<file path="config.mk">
export PLATFORM = sky130hd
export DESIGN_NAME = wcd_top
export DESIGN_NICKNAME = d
export VERILOG_FILES = /design/src/verilog/wcd_pkg.sv /design/src/verilog/wcd_cfg_if.sv /design/src/verilog/wcd_top.sv /design/src/verilog/wcd_cfg_load.sv
export SDC_FILE = /design/constraint.sdc
export NUM_CORES = 1
export LEC_CHECK = 0
export ABC_AREA = 1
export BUFFER_PORTS_ARGS = -buffer_cell sky130_fd_sc_hd__buf_2
export CORE_MARGIN = 4
export CORE_UTILIZATION = 55
export DETAILED_ROUTE_END_ITERATION = 8
export PLACE_DENSITY = 0.79
export SLEW_MARGIN = 10
export SYNTH_ARGS = -nofsm -noshare
export SYNTH_HDL_FRONTEND = slang
export SYNTH_HIERARCHICAL = 1
export SYNTH_SLANG_ARGS = --single-unit
</file>
<file path="constraint.sdc">
create_clock -name clk_i -period 1.38 [get_ports clk_i]
set_input_delay 0.207 -clock clk_i [delete_from_list [all_inputs] [get_ports clk_i]]
set_output_delay 0.207 -clock clk_i [all_outputs]
set_load 0.02 [all_outputs]
</file>
<file path="src/verilog/wcd_pkg.sv">
// Purpose: constants for the watchdog configuration word decoder
// Assumes: 14-bit configuration word, 16-bit register port
// Notes: all offsets, field positions and control register reset values live here
package wcd_pkg;
    // =========================================================
    // configuration word layout
    localparam int CFG_W = 14;
    localparam int CFG_CS_LSB = 11;
    localparam int CFG_WS_LSB = 8;
    localparam int CFG_UNIMP_BIT = 7;
    localparam int CFG_EN_LSB = 5;
    localparam int CFG_PS_LSB = 0;
    // =========================================================
    // field encodings
    localparam logic [2:0] CS_RUNTIME = 3'h7;
    localparam logic [2:0] CS_MEDIUM_OSC = 3'h1;
    localparam logic [2:0] CS_LOW_OSC = 3'h0;
    localparam logic [2:0] WS_OPEN = 3'h7;
    localparam logic [2:0] WS_OPEN_ALT = 3'h6;
    localparam logic [1:0] EN_ALWAYS = 2'h3;
    localparam logic [1:0] EN_RUN_ONLY = 2'h2;
    localparam logic [1:0] EN_SOFT = 2'h1;
    localparam logic [1:0] EN_OFF = 2'h0;
    localparam int MEDIUM_OSC_HZ = 31250;
    localparam int LOW_OSC_HZ = 31000;
    // =========================================================
    // register port
    localparam int ADDR_W = 4;
    localparam int DATA_W = 16;
    localparam logic [3:0] OFF_CTRL = 4'h0;
    localparam logic [3:0] OFF_CFG = 4'h1;
    localparam logic [3:0] OFF_STAT = 4'h2;
    // control register fields
    localparam int CTL_SEN_BIT = 0;
    localparam int CTL_PER_LSB = 1;
    localparam int CTL_CS_LSB = 8;
    localparam int CTL_WIN_LSB = 12;
    localparam logic CTL_SEN_RST = 1'h0;
    localparam logic [4:0] CTL_PER_RST = 5'h1f;
    localparam logic [2:0] CTL_CS_RST = 3'h0;
    localparam logic [2:0] CTL_WIN_RST = 3'h7;
    // status register fields
    localparam int ST_RUN_BIT = 0;
    localparam int ST_CLK_LSB = 1;
    localparam int ST_KEY_BIT = 4;
    localparam int ST_WSW_BIT = 5;
    localparam int ST_RDY_BIT = 6;
    localparam int ST_CSRES_BIT = 7;
    // =========================================================
    typedef enum logic [1:0] {
        LD_SYNC1 = 2'b00,
        LD_SYNC2 = 2'b01,
        LD_CAPT = 2'b11,
        LD_DONE = 2'b10
    } wcd_load_t;
endpackage : wcd_pkg

</file>
<file path="src/verilog/wcd_cfg_if.sv">
// Purpose: decoded configuration fields from loader to decoder core
// Assumes: single clock domain
// Notes: valid rises once after reset and then stays high
`timescale 1ns/10ps
interface wcd_cfg_if;
    logic valid;
    logic [13:0] word;
    logic [2:0] cs;
    logic [2:0] ws;
    logic [1:0] en;
    logic [4:0] ps;
    modport src (output valid, output word, output cs, output ws, output en, output ps);
    modport dst (input valid, input word, input cs, input ws, input en, input ps);
endinterface : wcd_cfg_if

</file>
<file path="src/verilog/wcd_top.sv">
// Purpose: decode the watchdog configuration word into watchdog settings
// Assumes: register port with one-cycle read latency; sleep_i on clk_i
// Notes: control register period and window load from the word once it is captured after reset
// Notes on behaviour
// - clock select is bits 13-11, window 10-8, enable 6-5, period 4-0.
// - clock code 111 takes the runtime clock select bits; 110 to 010 are reserved.
// - clock code 001 picks the 31.25 kHz medium oscillator and is the default.
// - clock code 000 picks the 31.00 kHz low oscillator.
// - window codes 111 and 110 load window 111, fully open, software may change it freely.
// - window codes 101 to 000 load their own value, from 25/75 to 87.5/12.5 percent.
// - window codes 101 to 000 lock the window and require keyed service.
// - enable code 11 runs always, sleep included, ignoring the override bit.
// - enable code 10 runs while executing and stops in sleep.
// - enable code 01 follows the override bit; code 00 never runs.
// - bit 7 of the word is unimplemented and reads as one.
// - a blank word gives clock 001, window 111, enable 11, period all ones.
`timescale 1ns/10ps
module wcd_top
(
    input wire logic clk_i,
    input wire logic reset_n_i,
    input wire logic clk_en_i,
    input wire logic [wcd_pkg::CFG_W-1:0] cfg_word_i,
    input wire logic sleep_i,
    input wire logic [wcd_pkg::ADDR_W-1:0] addr_i,
    input wire logic [wcd_pkg::DATA_W-1:0] wdata_i,
    input wire logic wr_i,
    input wire logic rd_i,
    output logic [wcd_pkg::DATA_W-1:0] rdata_o,
    output logic wd_run_o,
    output logic [2:0] wd_clk_sel_o,
    output logic [2:0] wd_window_o,
    output logic [4:0] wd_period_o,
    output logic wd_keyed_req_o,
    output logic wd_window_sw_o,
    output logic cfg_ready_o
);
    import wcd_pkg::*;

    wcd_cfg_if cfg ();

    wcd_cfg_load u_load (
        .clk_i(clk_i),
        .reset_n_i(reset_n_i),
        .clk_en_i(clk_en_i),
        .cfg_word_i(cfg_word_i),
        .cfg(cfg.src)
    );

    // =========================================================
    // control register state
    logic sen_r;
    logic sen_nxt;
    logic [4:0] per_r;
    logic [4:0] per_nxt;
    logic [2:0] cs_r;
    logic [2:0] cs_nxt;
    logic [2:0] win_r;
    logic [2:0] win_nxt;
    logic loaded_r;
    logic loaded_nxt;
    logic load_now;
    logic win_sw_ok;
    logic [2:0] win_por;

    // window value at power-on and software permission
    always_comb
    begin
        win_sw_ok = (cfg.ws == WS_OPEN) || (cfg.ws == WS_OPEN_ALT);
        win_por = win_sw_ok ? WS_OPEN : cfg.ws;
    end

    assign load_now = cfg.valid && !loaded_r;

    always_comb
    begin
        sen_nxt = sen_r;
        per_nxt = per_r;
        cs_nxt = cs_r;
        win_nxt = win_r;
        loaded_nxt = loaded_r;
        if (load_now)
        begin
            per_nxt = cfg.ps;
            win_nxt = win_por;
            loaded_nxt = 1'b1;
        end
        else if (wr_i && (addr_i == OFF_CTRL))
        begin
            sen_nxt = wdata_i[CTL_SEN_BIT];
            per_nxt = wdata_i[CTL_PER_LSB+:5];
            cs_nxt = wdata_i[CTL_CS_LSB+:3];
            if (win_sw_ok)
            begin
                win_nxt = wdata_i[CTL_WIN_LSB+:3];
            end
        end
    end

    always_ff @(posedge clk_i or negedge reset_n_i)
    begin
        if (!reset_n_i)
        begin
            sen_r <= CTL_SEN_RST;
            per_r <= CTL_PER_RST;
            cs_r <= CTL_CS_RST;
            win_r <= CTL_WIN_RST;
            loaded_r <= 1'b0;
        end
        else if (clk_en_i)
        begin
            sen_r <= sen_nxt;
            per_r <= per_nxt;
            cs_r <= cs_nxt;
            win_r <= win_nxt;
            loaded_r <= loaded_nxt;
        end
    end

    // =========================================================
    // decoded watchdog settings
    logic run_nxt;
    logic [2:0] clk_nxt;
    logic cs_reserved;
    logic key_nxt;

    always_comb
    begin
        cs_reserved = 1'b0;
        key_nxt = !win_sw_ok;
        case (cfg.cs)
            CS_RUNTIME: clk_nxt = cs_r;
            CS_MEDIUM_OSC: clk_nxt = CS_MEDIUM_OSC;
            CS_LOW_OSC: clk_nxt = CS_LOW_OSC;
            default:
            begin
                // reserved codes fall back to the default source
                clk_nxt = CS_MEDIUM_OSC;
                cs_reserved = 1'b1;
            end
        endcase
        case (cfg.en)
            EN_ALWAYS: run_nxt = 1'b1;
            EN_RUN_ONLY: run_nxt = !sleep_i;
            EN_SOFT: run_nxt = sen_r;
            EN_OFF: run_nxt = 1'b0;
            default: run_nxt = 1'b0;
        endcase
        if (!cfg.valid)
        begin
            run_nxt = 1'b0;
            key_nxt = 1'b1;
        end
    end

    logic csres_r;

    always_ff @(posedge clk_i or negedge reset_n_i)
    begin
        if (!reset_n_i)
        begin
            wd_run_o <= 1'b0;
            wd_clk_sel_o <= CS_MEDIUM_OSC;
            wd_window_o <= CTL_WIN_RST;
            wd_period_o <= CTL_PER_RST;
            wd_keyed_req_o <= 1'b1;
            wd_window_sw_o <= 1'b0;
            cfg_ready_o <= 1'b0;
            csres_r <= 1'b0;
        end
        else if (clk_en_i)
        begin
            wd_run_o <= run_nxt;
            wd_clk_sel_o <= clk_nxt;
            wd_window_o <= win_r;
            wd_period_o <= per_r;
            wd_keyed_req_o <= key_nxt;
            wd_window_sw_o <= cfg.valid && win_sw_ok;
            cfg_ready_o <= loaded_r;
            csres_r <= cfg.valid && cs_reserved;
        end
    end

    // =========================================================
    // register read port
    logic [DATA_W-1:0] rd_nxt;
    logic [DATA_W-1:0] ctrl_view;
    logic [DATA_W-1:0] stat_view;

    always_comb
    begin
        ctrl_view = '0;
        ctrl_view[CTL_SEN_BIT] = sen_r;
        ctrl_view[CTL_PER_LSB+:5] = per_r;
        ctrl_view[CTL_CS_LSB+:3] = cs_r;
        ctrl_view[CTL_WIN_LSB+:3] = win_r;
        stat_view = '0;
        stat_view[ST_RUN_BIT] = wd_run_o;
        stat_view[ST_CLK_LSB+:3] = wd_clk_sel_o;
        stat_view[ST_KEY_BIT] = wd_keyed_req_o;
        stat_view[ST_WSW_BIT] = wd_window_sw_o;
        stat_view[ST_RDY_BIT] = cfg_ready_o;
        stat_view[ST_CSRES_BIT] = csres_r;
        rd_nxt = '0;
        if (rd_i)
        begin
            case (addr_i)
                OFF_CTRL: rd_nxt = ctrl_view;
                OFF_CFG: rd_nxt = {2'h0, cfg.word};
                OFF_STAT: rd_nxt = stat_view;
                default: rd_nxt = '0;
            endcase
        end
    end

    always_ff @(posedge clk_i or negedge reset_n_i)
    begin
        if (!reset_n_i)
        begin
            rdata_o <= '0;
        end
        else if (clk_en_i)
        begin
            rdata_o <= rd_nxt;
        end
    end
endmodule : wcd_top

</file>
<file path="src/verilog/wcd_cfg_load.sv">
// Purpose: synchronise and capture the nonvolatile configuration word
// Assumes: word is static while the device runs
// Notes: fields are valid from the third enabled edge after reset release
`timescale 1ns/10ps
module wcd_cfg_load
    import wcd_pkg::*;
(
    input wire logic clk_i,
    input wire logic reset_n_i,
    input wire logic clk_en_i,
    input wire logic [CFG_W-1:0] cfg_word_i,
    wcd_cfg_if.src cfg
);
    logic [CFG_W-1:0] sync1_r;
    logic [CFG_W-1:0] sync2_r;
    logic [CFG_W-1:0] word_r;
    logic [CFG_W-1:0] word_nxt;
    wcd_load_t st_r;
    wcd_load_t st_nxt;

    // =========================================================
    // two-stage synchroniser
    always_ff @(posedge clk_i or negedge reset_n_i)
    begin
        if (!reset_n_i)
        begin
            sync1_r <= '0;
            sync2_r <= '0;
        end
        else if (clk_en_i)
        begin
            sync1_r <= cfg_word_i;
            sync2_r <= sync1_r;
        end
    end

    // =========================================================
    // load sequence
    always_comb
    begin
        st_nxt = st_r;
        word_nxt = word_r;
        case (st_r)
            LD_SYNC1: st_nxt = LD_SYNC2;
            LD_SYNC2: st_nxt = LD_CAPT;
            // the word reaches word_r only one edge after the second flop holds it
            LD_CAPT: st_nxt = LD_DONE;
            LD_DONE: st_nxt = LD_DONE;
            default: st_nxt = LD_SYNC1;
        endcase
        if (st_r != LD_SYNC1)
        begin
            word_nxt = sync2_r;
            word_nxt[CFG_UNIMP_BIT] = 1'b1;
        end
    end

    always_ff @(posedge clk_i or negedge reset_n_i)
    begin
        if (!reset_n_i)
        begin
            st_r <= LD_SYNC1;
            word_r <= '0;
        end
        else if (clk_en_i)
        begin
            st_r <= st_nxt;
            word_r <= word_nxt;
        end
    end

    // field extraction
    assign cfg.valid = (st_r == LD_DONE);
    assign cfg.word = word_r;
    assign cfg.cs = word_r[CFG_CS_LSB+:3];
    assign cfg.ws = word_r[CFG_WS_LSB+:3];
    assign cfg.en = word_r[CFG_EN_LSB+:2];
    assign cfg.ps = word_r[CFG_PS_LSB+:5];
endmodule : wcd_cfg_load

</file>
==> impl_metrics.csv, run 1 <==
group,metric,value,unit
timing,rsz0062_at_grt,"no",
cts,cts_sinks,86,
floorplan,start_util,0.570,
floorplan,coreArea,6830,um^2
cts,cts_buffer_depth,2,
placed_design,hpwlAfterDp,6170,um
min_path,holdCritPathClass,"input pin to flop",
floorplan,pin_count,71,
yosys,synth.top_cell.area_share,0.437,
timing,hold_viol,0,
yosys,ys_ff_latch,86,
grt,overflow,0,
power,p_leak,2.43,nW
placed_design,gp_congestion,0.904,
floorplan,fp-row-count,30,
worst_setup_path,cp-start-kind,"flop",
route,drtAntennaViolNets,0,
route,wl_per_cell,13.4,um
yosys,synthTopCellsByArea,"dfrtp_1 (44%), nand2_1 (20%), dfstp_2 (12%), nand3_1 (7.3%), o21ai_0 (3.7%)",
cells_and_area,nets,564,
placed_design,place.port_buffers,64,
placed_design,pre_cts_slack,88.3,ps
job,drv_cap,0,
worst_setup_path,r2r_slack,160,ps
timing,fin_crit,1280,ps
timing,finalSetupViolCount,0,
worst_setup_path,crit_buf_inv,1,
grt,grt_pass1_vias,3095,
timing,clock_skew,8.26,ps
min_path,whs_path_depth,3,
floorplan,die-area,8490,um^2
min_path,hold_path_end,"u_load/sync1_r[1]",
cts,clk_latency,350,ps
cells_and_area,final_area,4490,um^2
yosys,yosysSeqAreaShare,0.558,
cells_and_area,syn2layout_area_growth,15.2,%
worst_setup_path,max_stage_delay,560,ps
route,viasPerCell,5.19,
yosys,synth_cell_types,24,
cts,cts_buffers,9,
power,cellPowerDensity,1190,nW/um^2
grt,track_usage,0.209,
min_path,hold_start,"cfg_word_i[1]",
timing,totalNegativeSetupSlack,0,ps
route,wl,8370,um
worst_setup_path,worstSetupEndpointType,"primary output",
cts,cts_max_level,3,
worst_setup_path,crit_slowest_cell,"dfstp_2",
yosys,syn_area,3890,um^2
yosys,synth_top_cell_by_area,"dfrtp_1",
worst_setup_path,cp_cell_sequence,"buf_2",
worst_setup_path,reg2reg_from,"u_load/st_r[0]",
run_status,status,"finished clean",
floorplan,die_h,92.2,um
timing,fin_ws,105,ps
yosys,ys_warn_count,6,
worst_setup_path,crit_arrival,1070,ps
worst_setup_path,rr_endpoint,"per_r[2]",
floorplan,fp.dieW,92.2,um
cells_and_area,final_cell_mix,"nand2_1 (203), dfrtp_1 (68), buf_2 (63)",
cts,cts_root_buf,"clkbuf_8",
worst_setup_path,r2r_cells,7,
worst_setup_path,path_class,"flop to primary output",
worst_setup_path,crit_fanout,3,
worst_setup_path,cp_num_cells,1,
cells_and_area,final_layout_size_suffix_gt1_frac,0.248,
route,first_pass_iters,5,
worst_setup_path,crit_family,"flip-flops",
yosys,synth_nets,503,
placed_design,place_area,4280,um^2
cts,path_clk_slew,80,ps
timing,period_share,0.924,
worst_setup_path,required,1170,ps
cells_and_area,final_util,0.657,
cells_and_area,num-fill-cells,589,
grt,antenna_found_initial,0,
yosys,avgSynthCellArea,8.41,um^2
route,drc,0,
cts,cts_tree,"built",
route,vias,3244,
cells_and_area,final_common_cell,"nand2_1",
timing,clock.fmax,0.784,GHz
yosys,synthCells,463,
grt,grt_max_degree,33,
grt,grt_first_pass_wirelength,14200,um
route,drtIter0Drc,268,
worst_setup_path,crit_start,"wd_keyed_req_o",
timing,holdWs,50.5,ps
timing,slew_violations,0,
cells_and_area,num_antenna_cells,0,
power,max-vdd-ir-drop,0.000655,V
[timing repair]
| item | in CTS | in global routing |
|---|---|---|
| setup endpoints to repair | 0 | 10 |
| gates resized for setup | 0 | 2 |
| buffers inserted | 0 | 1 |
| endpoints found under the hold margin | 15 | 0 |
| hold buffers | 1 | 0 |
[power breakdown]
part	switching [mW]	internal [mW]	total (mW)
registers	0.199	2.81	3.01
logic	0.431	0.257	0.687
clock network	0.849	0.804	1.65
[synthesized netlist by cell type]
master / number
nand3_1: 57
nand3b_1: 1
or2_2: 1
buf_2: 11
nand2_2: 3
o21ai_1: 5
buf_6: 1
dfrtp_1: 68
a21oi_1: 2
conb_1: 1
a21oi_2: 1
buf_4: 19
o21ai_0: 29
nand2_1: 204
nand4_1: 3
clkbuf_1: 1
buf_8: 1
dfstp_2: 18
inv_2: 2
nor2_4: 4
o21a_1: 1
inv_1: 23
nor2_1: 3
nand3_2: 4
[worst max path at each step]
stage                        endpoint  slack, ps
CTS                             sen_r         80
global placement    u_load/sync2_r[6]        140
finish                 wd_keyed_req_o        100
floorplan                    per_r[0]        240
detailed placement              sen_r         90
global route                 per_r[2]          1
[logic make-up (layout without fill, tap and decap cells)]
| logic type | Yosys count | after routing | share of synthesized area |
|---|---|---|---|
| simple gates | 280 | 280 | 0.308 |
| flops | 86 | 86 | 0.558 |
| buf+inv | 58 | 124 | 0.0826 |
| compound gates | 38 | 38 | 0.0504 |
| other cells | 1 | 1 | 0.000963 |
[layout make-up]
| cell class | instances | area (um^2) | share of cell area |
|---|---|---|---|
| Clock buffer | 14 | 173 | 0.0385 |
| Clock inverter | 2 | 15.0 | 0.00335 |
| Inverter | 25 | 93.8 | 0.0209 |
| Multi-Input combinational cell | 319 | 1400 | 0.313 |
| Sequential cell | 86 | 2170 | 0.485 |
| Tap cell | 96 | 120 | 0.0268 |
| Timing Repair Buffer | 83 | 505 | 0.113 |
[state kept, by name (all words and copies together) (netlist names), 2 cells and up]
register / flops
cs_r: 3
per_r: 5
rdata_o: 15
u_load/cfg.word: 14
u_load/st_r: 2
u_load/sync1_r: 13
u_load/sync2_r: 13
wd_clk_sel_o: 3
wd_period_o: 5
wd_window_o: 3
win_r: 3
[layer usage]
layer,GRT usage,vias to the layer above,wire length [um]
li1,-,1579,-
met5,0,-,0
met4,0.0854,0,210
met1,0.268,1529,3650
met3,0.0328,21,471
met2,0.355,115,4030
[metrics by stage]
step	std cells	total power, mW
global placement	607	3.71
finish	625	5.35
global route	625	5.62
CTS	624	5.37
detailed placement	607	3.74
floorplan	463	3.49
No activity file was read; power rests on OpenSTA's default activity.
==> run 2, diff against run 1 <==
==> constraint.sdc (replaced) <==
create_clock -name clk_i -period 1.38 [get_ports clk_i]
set_input_delay 0.138 -clock clk_i [delete_from_list [all_inputs] [get_ports clk_i]]
set_output_delay 0.138 -clock clk_i [all_outputs]
set_load 0.02 [all_outputs]
==> impl_metrics.csv, run 2 (synthesis gave the netlist of run 1 again) <==
group,metric,value,unit
cells_and_area,final_layout_size_suffix_gt1_frac,0.239,
job,drv_cap,0,
worst_setup_path,cp-start-kind,"flop",
worst_setup_path,cp_cell_sequence,"nor2_1, nand2_1, inv_1, nand2_2, nand2_2, nand2_1, nand2_1",
route,vias,3218,
cts,cts_root_buf,"clkbuf_8",
power,switchingPower,1.51,mW
cts,clk_latency,340,ps
cells_and_area,largest_reg_flops,15,
cells_and_area,final_cell_mix,"nand2_1 (203), dfrtp_1 (68), buf_2 (63)",
worst_setup_path,max_stage_delay,400,ps
grt,antenna_found_initial,0,
worst_setup_path,cp_common_cell,"nand2_1",
cells_and_area,nets,574,
cells_and_area,final_common_cell,"nand2_1",
cts,cts_buffer_depth,2,
route,wl_per_cell,13.3,um
power,pwr-share-clk,0.331,
placed_design,hpwlAfterDp,6040,um
power,cell_internal_pwr,4.06,mW
power,seqPwrFrac,0.541,
placed_design,gp_congestion,0.892,
grt,grt_first_pass_wirelength,14300,um
worst_setup_path,crit_fanout,10,
worst_setup_path,reg2reg_from,"u_load/st_r[0]",
grt,gr-usage-met1,0.277,
cells_and_area,final_util,0.677,
cts,cts_setup_buffers,0,
worst_setup_path,path_class,"flop to flop",
timing,rsz0062_at_grt,"no",
route,viasPerCell,5.07,
timing,period_share,0.910,
route,wl,8410,um
floorplan,die-area,8490,um^2
grt,grtUsageMet2,0.344,
route,drtIter0Drc,205,
timing,clock_skew,4.71,ps
cells_and_area,num_antenna_cells,0,
grt,grtUsageMet3,0.0541,
grt,grt_pass1_vias,3083,
run_status,status,"finished clean",
cts,cts_tree,"built",
timing,hold_viol,0,
route,drc,0,
power,switching_share,0.270,
min_path,hold_path_end,"cs_r[2]",
route,drtAntennaViolNets,0,
floorplan,coreArea,6830,um^2
floorplan,fp.dieW,92.2,um
floorplan,die_h,92.2,um
floorplan,fp-row-count,30,
timing,fin_crit,1260,ps
min_path,holdCritPathClass,"input pin to flop",
cts,path_clk_slew,80,ps
placed_design,place.port_buffers,64,
cts,cts_sinks,86,
floorplan,pin_count,71,
worst_setup_path,required,1670,ps
route,first_pass_iters,5,
timing,holdWs,30.6,ps
power,max-vdd-ir-drop,0.000749,V
cells_and_area,regMostFlops,"rdata_o",
grt,grt.busiest_layer,"met2",
power,cellPowerDensity,1200,nW/um^2
floorplan,start_util,0.570,
cts,cts_buffers,9,
worst_setup_path,rr_endpoint,"per_r[3]",
cells_and_area,syn2layout_area_growth,18.7,%
worst_setup_path,r2r_slack,120,ps
timing,slew_violations,0,
grt,track_usage,0.212,
grt,overflow,0,
worst_setup_path,crit_arrival,1540,ps
min_path,hold_start,"wdata_i[10]",
timing,clock.fmax,0.797,GHz
worst_setup_path,r2r_cells,7,
timing,finalSetupViolCount,0,
worst_setup_path,crit_slowest_cell,"dfrtp_1",
power,p_leak,2.50,nW
grt,grt_max_degree,49,
worst_setup_path,worstSetupEndpointType,"flop",
power,power_frac_comb,0.128,
cts,cts_max_level,3,
min_path,whs_path_depth,3,
timing,totalNegativeSetupSlack,0,ps
[run 2: changes by cell type in the layout (fill, tap and decap cells not counted), sizes merged]
cell / change
clkinvlp: -2
clkbuf: -1
dlygate4sd3: +13
clkinv: +2
inv: +1
buf: -3
[run 2: cell type report]
class                      instances  area [um^2]
clock buffer                      13          201
clock inverter                     3         20.0
sequential                        86         2170
fill                             586         2210
multi-input combinational        319         1400
tap                               96          120
inverter                          25         93.8
timing repair buffer              93          613
[run 2: power groups by stage]
stage                     Sequential [mW]  Clock [mW]  Combinational, mW
after floorplan                      3.05           0              0.442
after global placement               3.05           0              0.657
after detailed placement             3.06           0              0.682
after CTS                            3.01        1.88              0.718
after global routing                 3.04        2.00              0.808
final                                3.01        1.84              0.713
[run 2: timing repair]
action                                 CTS  global route
gates resized for setup                  0             1
hold buffers                            14             0
endpoints found under the hold margin   92             0
setup endpoints to repair                0             4
[run 2: how the worst max path moves through the flow]
| stage | from | to | slack, ps | depth (start not counted) |
|---|---|---|---|---|
| after CTS | u_load/st_r[0] | per_r[3] | 100 | 7 |
| after detailed placement | u_load/st_r[0] | per_r[3] | 120 | 7 |
| after global routing | u_load/st_r[0] | win_r[2] | 20 | 7 |
| final | u_load/st_r[0] | per_r[3] | 120 | 7 |
| after global placement | u_load/st_r[1] | sen_r | 160 | 6 |
| after floorplan | u_load/st_r[0] | per_r[0] | 240 | 7 |
[run 2: critical path: cells and delay by family (launching register included)]
kind / cells / cell delay [ps]
buffers and inverters: 1 / 100
flip-flops: 1 / 400
AND/OR/NAND/NOR: 6 / 680
[run 2: per-stage QoR]
step	instance area, um^2	setup WS [ps]	total power [mW]	std cells
floorplan	3890	244	3.49	463
detailed placement	4260	120	3.74	605
CTS	4620	95.0	5.61	635
finish	4620	125	5.57	635
global route	4620	18.8	5.85	635
global placement	4260	164	3.71	605
[run 2: layer usage]
layer,vias to the layer above,part of all wire
met3,20,0.060
met2,108,0.48
li1,1593,-
met5,-,0
met1,1497,0.44
met4,0,0.024
==> run 3, diff against run 2 <==
--- a/config.mk
+++ b/config.mk
@@ -10,7 +10,7 @@
 export CORE_MARGIN = 4
 export CORE_UTILIZATION = 55
 export DETAILED_ROUTE_END_ITERATION = 8
-export PLACE_DENSITY = 0.79
+export PLACE_DENSITY = 0.82
 export SLEW_MARGIN = 10
 export SYNTH_ARGS = -nofsm -noshare
 export SYNTH_HDL_FRONTEND = slang
==> impl_metrics.csv, run 3 (synthesis gave the netlist of run 1 again) <==
group,metric,value,unit
run_status,status,"finished clean",
grt,grt_max_degree,35,
cells_and_area,num_antenna_cells,0,
power,pwr-share-clk,0.361,
power,switching_share,0.255,
cells_and_area,final_area,4620,um^2
power,power_frac_comb,0.121,
floorplan,start_util,0.570,
worst_setup_path,reg2reg_from,"u_load/st_r[1]",
min_path,holdCritPathClass,"input pin to flop",
worst_setup_path,required,1620,ps
cells_and_area,final_cell_mix,"nand2_1 (202), dfrtp_1 (68), buf_2 (63)",
worst_setup_path,crit_arrival,1500,ps
worst_setup_path,worstSetupEndpointType,"flop",
timing,hold_viol,0,
placed_design,place_area,4270,um^2
power,cellPowerDensity,1260,nW/um^2
timing,totalNegativeSetupSlack,0,ps
timing,fin_crit,1260,ps
grt,track_usage,0.212,
route,drtIter0Drc,209,
grt,antenna_found_initial,0,
min_path,hold_start,"cfg_word_i[9]",
cells_and_area,regArea,2170,um^2
worst_setup_path,crit_slowest_cell,"dfrtp_1",
cells_and_area,nets,572,
timing,slew_violations,0,
cts,cts_buffers,9,
cells_and_area,regMostFlops,"rdata_o",
timing,fin_ws,116,ps
cells_and_area,largest_reg_flops,15,
power,seqPwrFrac,0.518,
floorplan,die_h,92.2,um
worst_setup_path,max_stage_delay,380,ps
cells_and_area,final_common_cell,"nand2_1",
grt,overflow,0,
route,first_pass_iters,5,
timing,finalSetupViolCount,0,
power,p_leak,2.50,nW
timing,holdWs,2.27,ps
job,drv_cap,0,
placed_design,hpwlAfterDp,6240,um
cells_and_area,multiInputGateArea,1420,um^2
cells_and_area,final_util,0.676,
min_path,hold_path_end,"u_load/sync1_r[9]",
route,vias,3283,
worst_setup_path,cp_cell_sequence,"inv_1, nor2_4, nand2_2, nand4_1, nand2_1, o21ai_0",
cells_and_area,final_layout_size_suffix_gt1_frac,0.246,
route,drc,0,
route,drtAntennaViolNets,0,
power,switchingPower,1.48,mW
floorplan,fp.dieW,92.2,um
worst_setup_path,r2r_slack,120,ps
cts,clk_latency,360,ps
floorplan,pin_count,71,
timing,rsz0062_at_grt,"no",
route,wl_per_cell,13.5,um
floorplan,fp-row-count,30,
cells_and_area,num-fill-cells,553,
grt,grt_pass1_vias,3150,
timing,clock_skew,11.4,ps
timing,period_share,0.916,
placed_design,pre_cts_slack,80.1,ps
placed_design,gp_congestion,0.864,
power,cell_internal_pwr,4.34,mW
floorplan,die-area,8490,um^2
floorplan,coreArea,6830,um^2
worst_setup_path,crit_fanout,8,
cts,cts_setup_buffers,0,
cts,cts_sinks,86,
route,wl,8540,um
placed_design,place.port_buffers,64,
min_path,whs_path_depth,3,
grt,grt_first_pass_wirelength,14400,um
cts,cts_tree,"built",
power,max-vdd-ir-drop,0.000824,V
worst_setup_path,path_class,"flop to flop",
worst_setup_path,rr_endpoint,"cs_r[2]",
cts,cts_root_buf,"clkbuf_8",
cts,cts_buffer_depth,2,
cts,cts_max_level,3,
route,viasPerCell,5.19,
worst_setup_path,r2r_cells,6,
worst_setup_path,cp-start-kind,"flop",
timing,clock.fmax,0.791,GHz
cells_and_area,syn2layout_area_growth,18.6,%
cts,path_clk_slew,90,ps
run 3: routing by layer:
layer / up-vias / part of all wire / track usage
li1: 1591 / - / -
met2: 152 / 0.48 / 0.342
met4: 0 / 0.036 / 0.118
met1: 1516 / 0.41 / 0.269
met5: - / 0 / 0
met3: 24 / 0.069 / 0.0402
run 3: repair_timing:
item	4_1_cts	5_1_grt
hold buffers	9	0
resized for setup	0	5
setup endpoints to repair	0	9
endpoints found under the hold margin	21	0
run 3: power groups by stage:
stage          registers, mW  logic [mW]  clock network [mW]
4_1_cts                 3.01       0.709                2.11
5_1_grt                 3.04       0.799                2.23
3_3_place_gp            3.04       0.656                   0
6_report                3.01       0.705                2.10
2_1_floorplan           3.05       0.442                   0
3_5_place_dp            3.05       0.684                   0
run 3: critical path: cells and delay by family, from the launching register on:
kind	cells	cell delay (ps)
flip-flops	1	380
AO/OA/AOI/OAI	1	90
buffers and inverters	1	120
AND/OR/NAND/NOR	4	560
run 3: final cells by class:
type | count | share of cell area
Timing Repair Buffer | 91 | 0.124
Inverter | 25 | 0.0203
Clock buffer | 12 | 0.0314
Multi-Input combinational cell | 319 | 0.307
Sequential cell | 86 | 0.471
Tap cell | 96 | 0.0260
Clock inverter | 4 | 0.0206
run 3: stage by stage:
step / cells / total power [mW]
floorplan: 463 / 3.49
global placement: 608 / 3.70
detailed placement: 608 / 3.74
CTS: 633 / 5.83
global route: 633 / 6.07
finish: 633 / 5.82
run 3: how the worst max path moves through the flow:
stage                               from       end
after global routing      u_load/st_r[1]   cs_r[1]
after global placement    u_load/st_r[0]  per_r[3]
final                     u_load/st_r[1]   cs_r[2]
after CTS                 u_load/st_r[0]  per_r[3]
after detailed placement  u_load/st_r[0]  per_r[3]
after floorplan           u_load/st_r[0]  per_r[0]
